[config.mk]
export PLATFORM = sky130hd
export DESIGN_NAME = bwc_regs
export DESIGN_NICKNAME = d
export VERILOG_FILES = /design/src/rtl/bwc_pkg.sv /design/src/rtl/bwc_win_cmp.sv /design/src/rtl/bwc_be_merge.sv /design/src/rtl/bwc_regs.sv
export SDC_FILE = /design/constraint.sdc
export NUM_CORES = 1
export LEC_CHECK = 0
export BUFFER_PORTS_ARGS = -buffer_cell sky130_fd_sc_hd__buf_4
export CAP_MARGIN = 5
export CORE_ASPECT_RATIO = 0.8
export CORE_MARGIN = 3
export CORE_UTILIZATION = 30
export CTS_CLUSTER_SIZE = 20
export DETAILED_ROUTE_END_ITERATION = 12
export GPL_TIMING_DRIVEN = 1
export PLACE_DENSITY_LB_ADDON = 0.08
export SETUP_SLACK_MARGIN = 0.05
export SLEW_MARGIN = 20
export SYNTH_ARGS = -nofsm -noshare
export SYNTH_HDL_FRONTEND = slang
export SYNTH_SLANG_ARGS = --single-unit
[constraint.sdc]
create_clock -name sys_clk -period 3.2 [get_ports sys_clk]
set_input_delay 0.16 -clock sys_clk [delete_from_list [all_inputs] [get_ports sys_clk]]
set_output_delay 0.16 -clock sys_clk [all_outputs]
set_load 0.005 [all_outputs]
[src/rtl/bwc_pkg.sv]
/*
  Package for the bridge window configuration registers: dword offsets,
  field positions, fixed read values, reset values and the state record.
  Assumes byte addresses on the configuration port, dword aligned.
*/
package bwc_pkg;

	// ------------------------------------------------------------
	// dword offsets in configuration space
	// ------------------------------------------------------------
	localparam logic [7:0] OFF_PF_LOW   = 8'h24;
	localparam logic [7:0] OFF_PF_BOT_H = 8'h28;
	localparam logic [7:0] OFF_PF_TOP_H = 8'h2c;
	localparam logic [7:0] OFF_IO_HIGH  = 8'h30;
	localparam logic [7:0] OFF_CAP      = 8'h34;
	localparam logic [7:0] OFF_IRQ      = 8'h3c;

	// ------------------------------------------------------------
	// fixed read values
	// ------------------------------------------------------------
	localparam logic [3:0] PF_ADDR64    = 4'h1;
	localparam logic [7:0] CAP_START    = 8'h40;

	// ------------------------------------------------------------
	// reset values
	// ------------------------------------------------------------
	localparam logic [11:0] RST_PF_FIELD = 12'h000;
	localparam logic [31:0] RST_HIGH32   = 32'h0000_0000;
	localparam logic [15:0] RST_IO_HIGH  = 16'h0000;
	localparam logic [7:0]  RST_IRQ_LINE = 8'h00;
	localparam logic [7:0]  RST_IRQ_PIN  = 8'h00;

	// ------------------------------------------------------------
	// field positions and implied low address bits
	// ------------------------------------------------------------
	localparam int          PF_BASE_LSB  = 4;
	localparam int          PF_LIMIT_LSB = 20;
	localparam int          PF_FLAG_HI   = 16;
	localparam int          IO_TOP_LSB   = 16;
	localparam int          IRQ_PIN_LSB  = 8;
	localparam logic [19:0] PF_BOT_FILL  = 20'h00000;
	localparam logic [19:0] PF_TOP_FILL  = 20'hfffff;

	// writable bit masks per dword
	localparam logic [31:0] WM_PF_LOW    = 32'hfff0_fff0;
	localparam logic [31:0] WM_ALL       = 32'hffff_ffff;
	localparam logic [31:0] WM_IRQ       = 32'h0000_00ff;
	localparam logic [31:0] WM_NONE      = 32'h0000_0000;

	// ------------------------------------------------------------
	// whole state of the register bank
	// ------------------------------------------------------------
	typedef struct packed {
		logic        ds_s1;
		logic        ds_s2;
		logic [11:0] pf_base;
		logic [11:0] pf_limit;
		logic [31:0] pf_base_hi;
		logic [31:0] pf_limit_hi;
		logic [15:0] io_base_hi;
		logic [15:0] io_limit_hi;
		logic [7:0]  irq_line;
		logic [7:0]  irq_pin;
		logic [31:0] rdata;
		logic        rvalid;
		logic        mem_hit;
		logic        io_hit;
	} bwc_state_t;

endpackage

[src/rtl/bwc_win_cmp.sv]
/*
  Inclusive address window compare, width set by parameter.
  Assumes base and limit already carry their implied low bits.
*/
`timescale 1ns/10ps
`default_nettype none

module bwc_win_cmp #(
	parameter int W = 32
) (
	// address under test
	input  wire logic [W-1:0] addr,
	// window bounds
	input  wire logic [W-1:0] base,
	input  wire logic [W-1:0] limit,
	// result
	output logic              hit
);

	// ------------------------------------------------------------
	// compare
	// ------------------------------------------------------------
	// base above limit leaves no address satisfying both sides, so the window is empty
	assign hit = (addr >= base) && (addr <= limit); // RULE_14

endmodule

`default_nettype wire

[src/rtl/bwc_be_merge.sv]
/*
  Byte-lane write merge for one 32-bit configuration dword.
  Assumes the caller supplies the mask of writable bits.
*/
`timescale 1ns/10ps
`default_nettype none

module bwc_be_merge (
	// current and incoming data
	input  wire logic [31:0] old_word,
	input  wire logic [31:0] wdata,
	input  wire logic [3:0]  be,
	input  wire logic [31:0] wmask,
	// merged result
	output logic [31:0]      new_word
);

	// ------------------------------------------------------------
	// per-lane merge
	// ------------------------------------------------------------
	genvar g;
	generate
		for (g = 0; g < 4; g++) begin : g_lane
			logic [7:0] lane_m;
			assign lane_m = wmask[g*8 +: 8] & {8{be[g]}};
			// read-only bits keep their old value whatever is written
			assign new_word[g*8 +: 8] = (wdata[g*8 +: 8] & lane_m) | // RULE_15
				(old_word[g*8 +: 8] & ~lane_m);
		end
	endgenerate

endmodule

`default_nettype wire

[src/rtl/bwc_regs.sv]
/*
  Bridge window configuration registers of one switch port: prefetchable
  window bottom, top and upper halves, I/O window upper halves, capability start,
  interrupt routing line and pin, plus the window hit decode.
  Assumes configuration accesses and the default loader run on sys_clk,
  and that the lower I/O bounds come from the neighbouring registers.
*/
//
// Behaviour
// (RULE_01) prefetch limit bits 19:16 are read-only and always read 1h.
// (RULE_02) limit field gives window top bits 31:20; low twenty bits are ones.
// (RULE_03) dword 28h holds window bottom bits 63:32, read-write, resets zero.
// (RULE_04) dword 2Ch holds window top bits 63:32, read-write, resets zero.
// (RULE_05) prefetch base and limit steer memory forwarding; limit field resets zero.
// (RULE_06) bits 15:0 of 30h hold I/O bottom bits 31:16, reset zero.
// (RULE_07) bits 31:16 of 30h hold I/O top bits 31:16, reset zero.
// (RULE_08) extended I/O bounds steer I/O forwarding between interfaces.
// (RULE_09) capability start byte is read-only and returns 40h.
// (RULE_10) low byte of 3Ch is plain read-write routing line, reset zero.
// (RULE_11) interrupt pin byte at 15:8 is read-only to configuration writes.
// (RULE_12) pin byte resets zero; downstream ports may load a new default.
// (RULE_13) base field 15:4 of 24h gives bottom bits 31:20; low bits zero.
// (RULE_14) inside means at least base and at most limit; inverted is empty.
// (RULE_15) read-only writes ignored; shared dwords return each field in place.
//
`timescale 1ns/10ps
`default_nettype none

module bwc_regs (
	// clock and reset
	input  wire logic        sys_clk,
	input  wire logic        resetn,

	// configuration access
	input  wire logic        cfg_wr,
	input  wire logic        cfg_rd,
	input  wire logic [7:0]  cfg_addr,
	input  wire logic [31:0] cfg_wdata,
	input  wire logic [3:0]  cfg_be,
	output logic [31:0]      cfg_rdata,
	output logic             cfg_rvalid,

	// default loader for the pin byte
	input  wire logic        port_is_downstream,
	input  wire logic        ld_pin_valid,
	input  wire logic [7:0]  ld_pin_value,

	// lower I/O bounds from the neighbouring registers
	input  wire logic [15:0] io_base_low,
	input  wire logic [15:0] io_limit_low,

	// forwarding decode
	input  wire logic [63:0] mem_addr,
	input  wire logic [31:0] io_addr,
	output logic             mem_fwd_hit,
	output logic             io_fwd_hit,

	// routing line to the interrupt logic
	output logic [7:0]       irq_line_out
);

	import bwc_pkg::*;

	// ------------------------------------------------------------
	// state record and its next value
	// ------------------------------------------------------------
	bwc_state_t st_r;
	bwc_state_t st_nxt;

	// decoded dword match, shared by read, write and checks
	function automatic logic at_off(input logic [7:0] a, input logic [7:0] off);
		at_off = (a[7:2] == off[7:2]);
	endfunction

	// ------------------------------------------------------------
	// assembled window bounds
	// ------------------------------------------------------------
	logic [63:0] pf_bot64;
	logic [63:0] pf_top64;
	logic [31:0] io_bot32;
	logic [31:0] io_top32;
	logic        mem_in;
	logic        io_in;

	// bottom bits below the field are zero, top bits below it are ones
	assign pf_bot64 = {st_r.pf_base_hi, st_r.pf_base, PF_BOT_FILL}; // RULE_13 RULE_03
	assign pf_top64 = {st_r.pf_limit_hi, st_r.pf_limit, PF_TOP_FILL}; // RULE_02 RULE_04
	assign io_bot32 = {st_r.io_base_hi, io_base_low}; // RULE_06
	assign io_top32 = {st_r.io_limit_hi, io_limit_low}; // RULE_07

	// prefetchable memory window
	bwc_win_cmp #(
		.W (64)
	) u_mem_win (
		.addr  (mem_addr),
		.base  (pf_bot64),
		.limit (pf_top64),
		.hit   (mem_in)
	);

	// I/O window
	bwc_win_cmp #(
		.W (32)
	) u_io_win (
		.addr  (io_addr),
		.base  (io_bot32),
		.limit (io_top32),
		.hit   (io_in)
	);

	// ------------------------------------------------------------
	// read view of the addressed dword
	// ------------------------------------------------------------
	logic [31:0] cur_word;
	logic [31:0] cur_mask;
	logic [31:0] wr_word;

	// fields that share a dword (24h, 30h, 3Ch) each sit at their own bit positions inside it
	always_comb begin
		cur_word = 32'h0000_0000;
		cur_mask = WM_NONE;
		if (at_off(cfg_addr, OFF_PF_LOW)) begin
			cur_word = {st_r.pf_limit, PF_ADDR64, st_r.pf_base, PF_ADDR64}; // RULE_01 RULE_15
			cur_mask = WM_PF_LOW;
		end else if (at_off(cfg_addr, OFF_PF_BOT_H)) begin
			cur_word = st_r.pf_base_hi; // RULE_03
			cur_mask = WM_ALL;
		end else if (at_off(cfg_addr, OFF_PF_TOP_H)) begin
			cur_word = st_r.pf_limit_hi; // RULE_04
			cur_mask = WM_ALL;
		end else if (at_off(cfg_addr, OFF_IO_HIGH)) begin
			cur_word = {st_r.io_limit_hi, st_r.io_base_hi}; // RULE_06 RULE_07
			cur_mask = WM_ALL;
		end else if (at_off(cfg_addr, OFF_CAP)) begin
			cur_word = {24'h00_0000, CAP_START}; // RULE_09
		end else if (at_off(cfg_addr, OFF_IRQ)) begin
			// upper half belongs to the bridge control logic elsewhere
			cur_word = {16'h0000, st_r.irq_pin, st_r.irq_line}; // RULE_10 RULE_11
			cur_mask = WM_IRQ;
		end
	end

	// byte-lane merge, read-only bits protected by the mask
	bwc_be_merge u_merge (
		.old_word (cur_word),
		.wdata    (cfg_wdata),
		.be       (cfg_be),
		.wmask    (cur_mask),
		.new_word (wr_word)
	);

	// ------------------------------------------------------------
	// next state
	// ------------------------------------------------------------
	always_comb begin
		st_nxt = st_r;
		// strap is a pin, so it passes two flops before use
		st_nxt.ds_s1 = port_is_downstream;
		st_nxt.ds_s2 = st_r.ds_s1;
		st_nxt.rvalid = cfg_rd;
		if (cfg_rd) begin
			st_nxt.rdata = cur_word; // RULE_15
		end
		if (cfg_wr) begin
			if (at_off(cfg_addr, OFF_PF_LOW)) begin
				st_nxt.pf_base = wr_word[PF_BASE_LSB +: 12]; // RULE_13
				st_nxt.pf_limit = wr_word[PF_LIMIT_LSB +: 12]; // RULE_02
			end
			if (at_off(cfg_addr, OFF_PF_BOT_H)) begin
				st_nxt.pf_base_hi = wr_word; // RULE_03
			end
			if (at_off(cfg_addr, OFF_PF_TOP_H)) begin
				st_nxt.pf_limit_hi = wr_word; // RULE_04
			end
			if (at_off(cfg_addr, OFF_IO_HIGH)) begin
				st_nxt.io_base_hi = wr_word[15:0]; // RULE_06
				st_nxt.io_limit_hi = wr_word[IO_TOP_LSB +: 16]; // RULE_07
			end
			if (at_off(cfg_addr, OFF_IRQ)) begin
				st_nxt.irq_line = wr_word[7:0]; // RULE_10
			end
		end
		// only the loader reaches the pin byte, and only on downstream ports
		if (ld_pin_valid && st_r.ds_s2) begin
			st_nxt.irq_pin = ld_pin_value; // RULE_12
		end
		// decode is registered so the compare path stays off the outputs
		st_nxt.mem_hit = mem_in; // RULE_05
		st_nxt.io_hit = io_in; // RULE_08
	end

	// ------------------------------------------------------------
	// state register
	// ------------------------------------------------------------
	always_ff @(posedge sys_clk or negedge resetn) begin
		if (!resetn) begin
			st_r.ds_s1 <= 1'b0;
			st_r.ds_s2 <= 1'b0;
			st_r.pf_base <= RST_PF_FIELD;
			st_r.pf_limit <= RST_PF_FIELD; // RULE_05
			st_r.pf_base_hi <= RST_HIGH32;
			st_r.pf_limit_hi <= RST_HIGH32;
			st_r.io_base_hi <= RST_IO_HIGH;
			st_r.io_limit_hi <= RST_IO_HIGH;
			st_r.irq_line <= RST_IRQ_LINE;
			st_r.irq_pin <= RST_IRQ_PIN; // RULE_12
			st_r.rdata <= 32'h0000_0000;
			st_r.rvalid <= 1'b0;
			st_r.mem_hit <= 1'b0;
			st_r.io_hit <= 1'b0;
		end else begin
			st_r <= st_nxt;
		end
	end

	// ------------------------------------------------------------
	// outputs
	// ------------------------------------------------------------
	assign cfg_rdata = st_r.rdata;
	assign cfg_rvalid = st_r.rvalid;
	assign mem_fwd_hit = st_r.mem_hit;
	assign io_fwd_hit = st_r.io_hit;
	assign irq_line_out = st_r.irq_line;
endmodule

`default_nettype wire

Word level (Yosys, flattened, before mapping)
Cells that the tools add are included.
{ "op_classes": {"order_cmp": 4, "n_eq_ne": 6, "n_mux": 12, "bitwise_logic": 20, "reduce_logical": 8} }
{ "ops": {"columns": ["operator", "count"], "rows": [
  ["$mux 32", 8],
  ["$and 8x8->8", 12],
  ["$ge 64x64->1", 1],
  ["$le 64x64->1", 1],
  ["$eq 6x4->1 const B", 6],
  ["$ge 32x32->1", 1],
  ["$le 32x32->1", 1],
  ["$mux 16", 2],
  ["$not 8->8", 4],
  ["$or 8x8->8", 4],
  ["$mux 8", 2],
  ["$reduce_and 2->1", 5],
  ["$logic_and 1x1->1", 3]
]} }
{ "word_totals": {"register_bits": 173, "input_bits": 186, "out_inout_bits": 43, "wordCells": 64} }

Depth between registers and ports, before layout
Gate-level depths: netlist (run 1).
{ "logic_depth": {"word_depth": 11, "depth_mapped": 10, "depth_no_buf": 9} }

Modules after synthesis
Synthesis (run 1) repeated with hierarchy kept, for this count alone.
{ "hier_totals": {"hier_cells": 1392, "hier_area_um2": 13523.0} }
{ "modules_own_cells": {"columns": ["mod", "n_inst", "cells_each", "area_each_um2", "seq_area_each_um2"], "rows": [
  ["bwc_regs", 1, 647, 8099.0, 4329.2],
  ["bwc_win_cmp at u_mem_win", 1, 451, 3168.0, 0.0],
  ["bwc_win_cmp at u_io_win", 1, 226, 1610.3, 0.0],
  ["bwc_be_merge", 1, 68, 645.6, 0.0]
]} }

Least setup slack after synthesis (run 1)
OpenSTA, ideal clock, no wires.
{ "synth_timing": {"path_kind": "reg2reg", "startpoint": "register st_r (netlist bit pf_bot64[22])", "endpoint": "register st_r (netlist bit mem_fwd_hit)", "arrival_time_ps": 2001, "required_time_ps": 3113, "setup_slack_ps": 1111, "stages_incl_launch_ff": 10, "path_buffers": 0, "path_cell_list": "dfrtp_1 inv_1 ha_1 or4b_2 nor4_1 a221o_1 o21ai_1 a31oi_1 o311ai_1 a22oi_1"} }
{ "synth_via": {"elab_chain_cells": 2} }
{ "synth_rtl": {"columns": ["element", "line", "source"], "rows": [
  ["start: declaration", "bwc_regs.sv:67", "bwc_state_t st_r;"],
  ["start signal: assignment", "bwc_regs.sv:212", "st_r <= st_nxt;"],
  ["$ge 64x64->1", "bwc_win_cmp.sv:24", "assign hit = (addr >= base) && (addr <= limit);"],
  ["$logic_and 1x1->1", "bwc_win_cmp.sv:24", null],
  ["net mem_in", "bwc_regs.sv:82", "logic mem_in;"]
]} }
The timed path passes the listed nets, and every way through them passes these cells.
A chain may end at the register's enable or synchronous reset.

Final worst setup path (run 1)
{ "layout_timing": {"startpoint": "register st_r (netlist bit pf_bot64[30])", "endpoint": "register st_r (netlist bit mem_fwd_hit)"} }
Same word-level chain as after synthesis.

==> metrics.cfg, run 1 <==
[global_routing]
use_met3=0.0322
grt_util_met1=0.273
met2_usage=0.307
track_usage=0.193
grt_max_degree=66
grt.overflow.total=0
busiest_layer=met2
grt_pass1_vias=9770
grt_pass1_wl_um=59800
antenna_found_initial=2

[clock_tree]
numCtsBuffers=17
cts_tree=built
post_cts_buffers=0
clk_latency_ps=440
cts-root-buf=clkbuf_16
htree_levels=4
clock-sinks=173
cts_resized=0
clk_pin_slew_ps=70
cts_max_path_buffers=2

[logic_synthesis]
avgSynthCellArea_um2=9.36
synth_cells=1250
ys_types=58
synth-async-reset-ratio=1.00
synth_edf_count=0
syn_nets=1588
synth_seq_cells=173
ys_seq_area_frac=0.370
syn-cell-area_um2=11700
yosysWarnings=0
ys.flop_type=dfrtp_1

[setup_path]
critPathArrivalTime_ps=2820
start_kind=flop
worstSetupEndpointType=flop
worstSetupPathType=flop to flop
cp_max_fo=4
cp.required_ps=3550

[route]
drtIter0Drc=445
postRouteWirelength_um=39800
post_drt_wl_per_cell_um=20.4
via_per_inst=4.85
drc=0
ant_nets=0
vias=9464
drtPass1Iterations=5

[cells_and_area]
fin_nets=1783
post-route-util=0.376
diodes=0
area_delta_synth_final_pct=23.2
layout_common_cells=buf_4, dfrtp_1, inv_1
layout_commonest_cell=buf_4
drive_gt1_frac=0.263
stdcell_count=1953

[outcome]
status=finished, final reports clean

[job]
drv_cap=0

[sta]
fin_skew_ps=12.3
finalMaxSlewViolations=0
max_freq_ghz=0.405
worst_pin_slew_ps=706
fin_setup_tns_ps=0
grt_setup_unrepaired=no
setup_viol=0
period_share=0.772
relSlewSlack=0.526
fin_crit_ps=2470
holdWs_ps=108
final_hold_viol_count=0

[place]
post-dp-hpwl_um=31100
numPortBuffers=226
place_congestion=0.835
dpl.cell_count=1907

[worst_hold_path]
min_path_type=input port to flop

[floorplanning]
io_pins=229
rows=64
core_region_area_um2=38400
initial_core_util=0.305
die-area_um2=41400
die_w_um=227
die_y_um=183

[power_and_ir_drop]
power.leakage_nw=6.82
p_per_area_nw_per_um2=358
ir_drop_uv=349

-- critical path, stage by stage, from the launching register on --
cell and delay [ps]:
dfrtp_1 380, inv_1 60, ha_1 300, nand4_1 310, nor4_1 490, a221o_1 250, o21ai_1 80, a31oi_1 200
o311ai_1 120, a22oi_1 190
-- power by group --
group	internal, mW	switching (mW)	leakage [nW]
Clock	1.10	0.950	0.273
Sequential	2.25	0.0465	2.36
Combinational	0.403	0.418	4.19
Total	3.75	1.41	6.82
-- layout make-up --
type                    instances  area [um2]
repair buffers                259        2030
flip-flops and latches        173        4330
clock inverters                13         118
clock buffers                  19         443
fillers                      3927       23900
inverters                     156         586
well taps                     495         619
multi-input cells             838        6290
-- registers in the layout (all words and copies together) (netlist names) --
signal	cells
mem_fwd_hit	1
io_fwd_hit	1
pf_top64	44
pf_bot64	44
io_top32	16
st_r	9
cfg_rdata	32
io_bot32	16
st_nxt	1
cfg_rvalid	1
irq_line_out	8
-- cells in the mapped netlist, types with 3 or more instances --
master	instances	area, um2
a2111oi_0	6	52.6
a211oi_1	8	60.1
a21o_1	14	105
a21oi_1	97	485
a21oi_2	6	52.6
a221oi_1	19	166
a31oi_1	3	18.8
and4_1	4	35.0
buf_2	12	60.1
buf_4	41	308
clkbuf_1	29	109
dfrtp_1	173	4330
ha_1	152	1900
inv_1	156	586
mux2_2	91	1020
mux2i_1	43	430
nand2_1	103	387
nand3_1	17	85.1
nand4_1	26	163
nor2_1	81	304
nor2b_1	5	31.3
nor3_1	11	55.1
nor4_1	4	25.0
o211ai_1	4	30.0
o21a_1	3	22.5
o21ai_0	66	330
o21ai_1	26	130
o22ai_1	9	56.3
or4_1	4	30.0
-- repair_timing --
item                                   4_1_cts  5_1_grt
hold buffers                                14        0
endpoints found under the hold margin       63        0
setup endpoints to repair                    0        0
-- metrics by stage --
step,total power [mW],area [um2],setup WS [ps]
floorplan,2.72,11700,1110
global placement,3.15,13700,731
detailed placement,3.16,13700,682
CTS,5.25,14400,709
global route,5.44,14400,562
finish,5.17,14400,729
-- routing by layer --
metal | routed length, um | part of all wire | vias up
met5 | 31 | 0.00078 | -
met4 | 562 | 0.014 | 4
met3 | 1430 | 0.036 | 28
met2 | 18000 | 0.45 | 172
met1 | 19800 | 0.50 | 4497
li1 | - | - | 4763
-- cells by family (layout without fill, tap and decap cells) --
kind of cell | Yosys count | in the layout | share of synthesized area
multiplexers | 134 | 134 | 0.124
AO/OA/AOI/OAI | 280 | 280 | 0.144
adder cells (fa/ha/maj) | 152 | 152 | 0.162
buffers and inverters | 239 | 447 | 0.0925
AND/OR/NAND/NOR | 272 | 272 | 0.107
flip-flops | 173 | 173 | 0.370
-- final timing paths --
check / start / to / slack [ps] / cells after the start
max reg2reg: pf_bot64[30] / mem_fwd_hit / 730 / 9
min: cfg_wdata[28] / io_top32[28] / 110 / 3
min in group asynchronous: resetn / cfg_rdata[27] / 230 / 2
min reg2reg: st_nxt[171] / st_r[171] / 350 / 0
max in group asynchronous: resetn / cfg_rdata[15] / 2190 / 3
max: pf_bot64[30] / mem_fwd_hit / 730 / 9
Note: power is estimated with default switching activity, not from simulation.
==> run 2, diff against run 1 <==
==> constraint.sdc (replaced) <==
create_clock -name sys_clk -period 2 [get_ports sys_clk]
set_input_delay 0.1 -clock sys_clk [delete_from_list [all_inputs] [get_ports sys_clk]]
set_output_delay 0.1 -clock sys_clk [all_outputs]
set_load 0.005 [all_outputs]
==> run 2 against run 1 <==
The flow now finishes with violations (negative setup slack). Final cell count up 7.4%. Non-clock buffer count grew 145. Register-to-register slack got worse by 860 ps. Design area grew 9.9%. Largest power group unchanged. First-iteration DRC count rose by 27%. Clock power grew 66%. Sequential cell count stayed put.
==> metrics.cfg, run 2 (same netlist as run 1, synthesis figures left out) <==
[outcome]
status=complete, but fails checks
violations=negative setup slack

[cells_and_area]
layout_common_cells=buf_4, dfrtp_1, inv_1
seq_area_um2=4330
area_delta_synth_final_pct=35.4
multiInputGateArea_um2=6510
layout_commonest_cell=buf_4
fin_nets=1928
fillers=3865
final_area_um2=15800
drive_gt1_frac=0.346
diodes=0

[floorplanning]
die-area_um2=41400
io_pins=229
rows=64
die_y_um=183
die_w_um=227
core_region_area_um2=38400
initial_core_util=0.305

[global_routing]
grt_pass1_wl_um=62000
track_usage=0.199
busiest_layer=met2
antenna_found_initial=1
grt.overflow.total=0
use_met3=0.0323
grt_util_met1=0.288
grt_max_degree=52
met2_usage=0.315
grt_pass1_vias=10324

[place]
numPortBuffers=226
post-dp-hpwl_um=33100
place_congestion=0.823
dpl_cell_area_um2=14800

[sta]
period_share=1.06
grt_setup_unrepaired=yes
max_freq_ghz=0.470
worst_pin_slew_ps=687
setup_viol=1
final_hold_viol_count=0
holdWs_ps=82.1
relSlewSlack=0.537
finalMaxSlewViolations=0
fin_setup_tns_ps=-126
fin_crit_ps=2130
fin_skew_ps=8.71
finalWorstSetupSlack_ps=-126

[clock_tree]
clk_pin_slew_ps=70
cts_tree=built
htree_levels=4
cts_max_path_buffers=2
clk_latency_ps=450
numCtsBuffers=17
clock-sinks=173
cts-root-buf=clkbuf_16

[setup_path]
r2r_cells=10
critPathArrivalTime_ps=2450
worstSetupEndpointType=flop
cp.required_ps=2320
start_kind=flop
worstSetupPathType=flop to flop
cp_max_fo=4

[route]
vias=10062
drc=0
drtPass1Iterations=5
via_per_inst=4.80
postRouteWirelength_um=41000
post_drt_wl_per_cell_um=19.6
drtIter0Drc=567
ant_nets=0

[worst_hold_path]
worst_hold_path.num_cells=4
min_path_type=input port to flop

[power_and_ir_drop]
ir_drop_uv=430
p_per_area_nw_per_um2=539
power.leakage_nw=7.60

[job]
drv_cap=0

==> run 2: cell count changes in the layout (fill, tap and decap cells not counted), moves of 3 or more <==
cell,before,now
ha_1,152,144
buf_12,4,12
ha_4,0,8
nor4_1,4,1
clkinvlp_4,2,5
clkinv_4,4,0
inv_2,0,7
buf_4,240,374
a2111oi_0,6,2
inv_1,156,149
==> run 2: worst max-delay path, cell delays in order, from the launching register on <==
cell and delay [ps]:
dfrtp_1 350, inv_1 40, ha_1 290, nand4_1 120
buf_6 150, nor2_1 50, a221o_1 380, o21ai_1 150
a31oi_1 100, o311ai_1 260, a22oi_1 100
==> run 2: final cells by class <==
type	instances	share of cell area
Timing Repair Buffer	404	0.204
Clock inverter	10	0.00734
Tap cell	495	0.0391
Inverter	156	0.0370
Sequential cell	173	0.273
Clock buffer	21	0.0284
Multi-Input combinational cell	838	0.411
==> run 2: path summary, 6_finish.rpt <==
kind | start | to | slack (ps)
max | pf_bot64[31] | mem_fwd_hit | -130
min | cfg_wdata[28] | pf_top64[28] | 80
max reg2reg | pf_bot64[31] | mem_fwd_hit | -130
min reg2reg | st_nxt[171] | st_r[171] | 350
max in group asynchronous | resetn | io_bot32[19] | 1150
min in group asynchronous | resetn | cfg_rdata[25] | 110
==> run 2: where the power goes <==
part,switching [mW],internal (mW)
combinational,0.714,0.751
clock,1.53,1.87
sequential,0.0709,3.60
total,2.32,6.22
==> run 2: stage by stage <==
stage	util	std cells	worst slack (ps)	power (mW)
6_report	0.413	2097	-126	8.54
5_1_grt	0.413	2097	-302	8.96
4_1_cts	0.408	2089	-102	8.61
3_5_place_dp	0.386	2037	-235	5.15
3_3_place_gp	0.386	2037	-191	5.14
2_1_floorplan	-	1250	-26.2	4.36
==> run 2: what timing repair did <==
action / in CTS / in global routing
pin swaps: 13 / 12
hold endpoints to repair: 191 / 0
endpoints found under the setup margin: 2 / 2
buffers inserted: 6 / 8
hold buffers: 15 / 0
gates cloned: 0 / 0
gates resized for setup: 18 / 21
==> run 2: metal layers <==
| metal | vias up | wire, um |
|---|---|---|
| met3 | 25 | 1970 |
| met1 | 4747 | 20500 |
| met4 | 2 | 350 |
| met2 | 241 | 18200 |
| met5 | - | 13 |
| li1 | 5047 | - |
==> run 3, diff against run 2 <==
--- a/config.mk
+++ b/config.mk
@@ -5,6 +5,7 @@
 export SDC_FILE = /design/constraint.sdc
 export NUM_CORES = 1
 export LEC_CHECK = 0
+export ABC_AREA = 1
 export BUFFER_PORTS_ARGS = -buffer_cell sky130_fd_sc_hd__buf_4
 export CAP_MARGIN = 5
 export CORE_ASPECT_RATIO = 0.8
==> run 3 against run 2 <==
The flow now finishes without violations. Synthesized cell count is 36% higher. Highest routed layer is now met4. Worst setup slack improved by 330 ps. Critical endpoint unchanged. Final cell count is 17% higher.
==> metrics.cfg, run 3 <==
[sta]
holdWs_ps=7.64
setup_viol=0
fin_crit_ps=1800
finalWorstSetupSlack_ps=203
finalMaxSlewViolations=0
final_hold_viol_count=0
worst_pin_slew_ps=656
max_freq_ghz=0.556
fin_setup_tns_ps=0
relSlewSlack=0.562
grt_setup_unrepaired=yes
fin_skew_ps=13.1
period_share=0.899

[place]
pre_cts_ws_ps=103
numPortBuffers=226
place_congestion=0.858
post-dp-hpwl_um=35900

[logic_synthesis]
synth_commonest_cells=nand2_1, inv_1, dfrtp_1
synth.most_common_cell=nand2_1
synth_cells=1698
ys.flop_type=dfrtp_1
yosys-top-cells-area=dfrtp_1, nand2_1, ha_1, inv_1, nand3_1
syn_nets=2036
synth_top_area_cell=dfrtp_1
ys_types=37
synth_seq_cells=173
netlist.area_leader.share=0.349
ys_seq_area_frac=0.349
yosysWarnings=0
avgSynthCellArea_um2=7.30
syn-cell-area_um2=12400
synth-async-reset-ratio=1.00
synth_edf_count=0

[cells_and_area]
diodes=0
layout_commonest_cell=nand2_1
area_delta_synth_final_pct=24.3
layout_common_cells=nand2_1, buf_4, inv_1
fillers=4245
drive_gt1_frac=0.186
fin_nets=2251
post-route-util=0.384

[global_routing]
grt_pass1_vias=11420
grt_pass1_wl_um=68200
antenna_found_initial=0
grt.overflow.total=0
track_usage=0.207
grt_max_degree=60

[setup_path]
reg2reg_to=mem_fwd_hit
cp_common_cell=nand2_1
worstSetupPathType=flop to flop
start_kind=flop
crit_buf_inv=2
worstSetupEndpointType=flop
critPathLaunch=pf_top64[38]
crit_end=mem_fwd_hit
path_depth=13
cp_cell_sequence=inv_1, ha_1, nand2_1, nor2_1, nand2_1, nand2_1, nand2_1, nand2_1, nand2_1, nand3_1, nand2_1, nand2_1, inv_1
max_stage_delay_ps=390
critPathArrivalTime_ps=2150
r2r_setup_slack_ps=200
slowest_stage=dfrtp_1
cp.required_ps=2350
rr_startpoint=pf_top64[38]
r2r_cells=13
cp_max_fo=3
crit_family=simple AND/OR/NAND/NOR gates

[route]
vias=11629
drtIter0Drc=792
via_per_inst=4.73
drc=0
ant_nets=0
postRouteWirelength_um=45000
drtPass1Iterations=5
post_drt_wl_per_cell_um=18.3

[clock_tree]
cts_tree=built
post_cts_buffers=0
numCtsBuffers=17
clk_latency_ps=460
cts_max_path_buffers=2
clk_pin_slew_ps=70
clock-sinks=173
cts-root-buf=clkbuf_16
htree_levels=4

[power_and_ir_drop]
p_per_area_nw_per_um2=585
ir_drop_uv=529
finalPower_mw=9.02
power.leakage_nw=8.06

[floorplanning]
rows=65
die_y_um=188
initial_core_util=0.309
io_pins=229
die-area_um2=43800
core_region_area_um2=40100
die_w_um=233

[job]
drv_cap=0

[outcome]
status=finished, final reports clean

[worst_hold_path]
min_path_type=input port to flop

-- run 3: cell count changes after synthesis, sizes merged, moves of 19 or more --
| cell | before | now |
|---|---|---|
| mux2i | 43 | 0 |
| nor2 | 82 | 132 |
| o21ai | 93 | 66 |
| or2 | 1 | 26 |
| nand3 | 17 | 160 |
| a31oi | 3 | 24 |
| a221oi | 19 | 0 |
| mux2 | 91 | 8 |
| nand2 | 106 | 525 |
| a21oi | 103 | 77 |
| inv | 156 | 225 |
-- run 3: timing repair --
action / 4_1_cts / 5_1_grt
endpoints found under the setup margin: 0 / 2
hold buffers: 13 / 0
hold endpoints to repair: 60 / 0
resized for setup: 0 / 12
-- run 3: cells by family (layout without fill, tap and decap cells) --
logic type      after synthesis  after routing  synth area share
simple gates                865            865             0.296
mux                           8              8           0.00727
buf+inv                     307            533             0.108
flops                       173            173             0.349
compound gates              193            193            0.0856
fa+ha+maj                   152            152             0.153
-- run 3: final cells by class --
cell class | count | area, um2 | share of cell area
Clock buffer | 20 | 457 | 0.0296
Timing Repair Buffer | 277 | 2220 | 0.144
Multi-Input combinational cell | 1218 | 6760 | 0.439
Sequential cell | 173 | 4330 | 0.281
Inverter | 226 | 848 | 0.0551
Clock inverter | 10 | 118 | 0.00764
Tap cell | 536 | 671 | 0.0435
-- run 3: per-layer routing --
metal / track usage / share of wire
met1: 0.312 / 0.51
met2: 0.314 / 0.43
met3: 0.0327 / 0.048
met4: 0.0369 / 0.011
met5: 0 / 0
-- run 3: how the worst min path moves through the flow --
stage                   endpoint  slack, ps          start  cells past startpoint
floorplan           cfg_rdata[0]       -200         resetn                      0
global placement      io_fwd_hit         90         resetn                      1
detailed placement  pf_top64[53]         90         resetn                      1
CTS                 pf_top64[60]        0.8  cfg_wdata[28]                      4
global route        io_bot32[28]         20  cfg_wdata[12]                      4
finish              pf_top64[60]          8  cfg_wdata[28]                      4
-- run 3: per-stage QoR --
step | instance area [um2] | std cells
4_1_cts | 15400 | 2460
6_report | 15400 | 2460
3_3_place_gp | 14700 | 2417
3_5_place_dp | 14700 | 2417
5_1_grt | 15400 | 2460
2_1_floorplan | 12400 | 1698
-- run 3: power breakdown --
part           leakage (nW)  internal (mW)  total [mW]  switching (mW)
clock                 0.282           1.89        3.42            1.53
sequential             2.25           3.71        3.83           0.117
combinational          5.52          0.787        1.77           0.983
total                  8.06           6.39        9.02            2.63
-- run 3: worst min-delay path: stages --
cell	delay (ps)
buf_4	80
or2_4	120
nand3_1	70
nand2_1	60
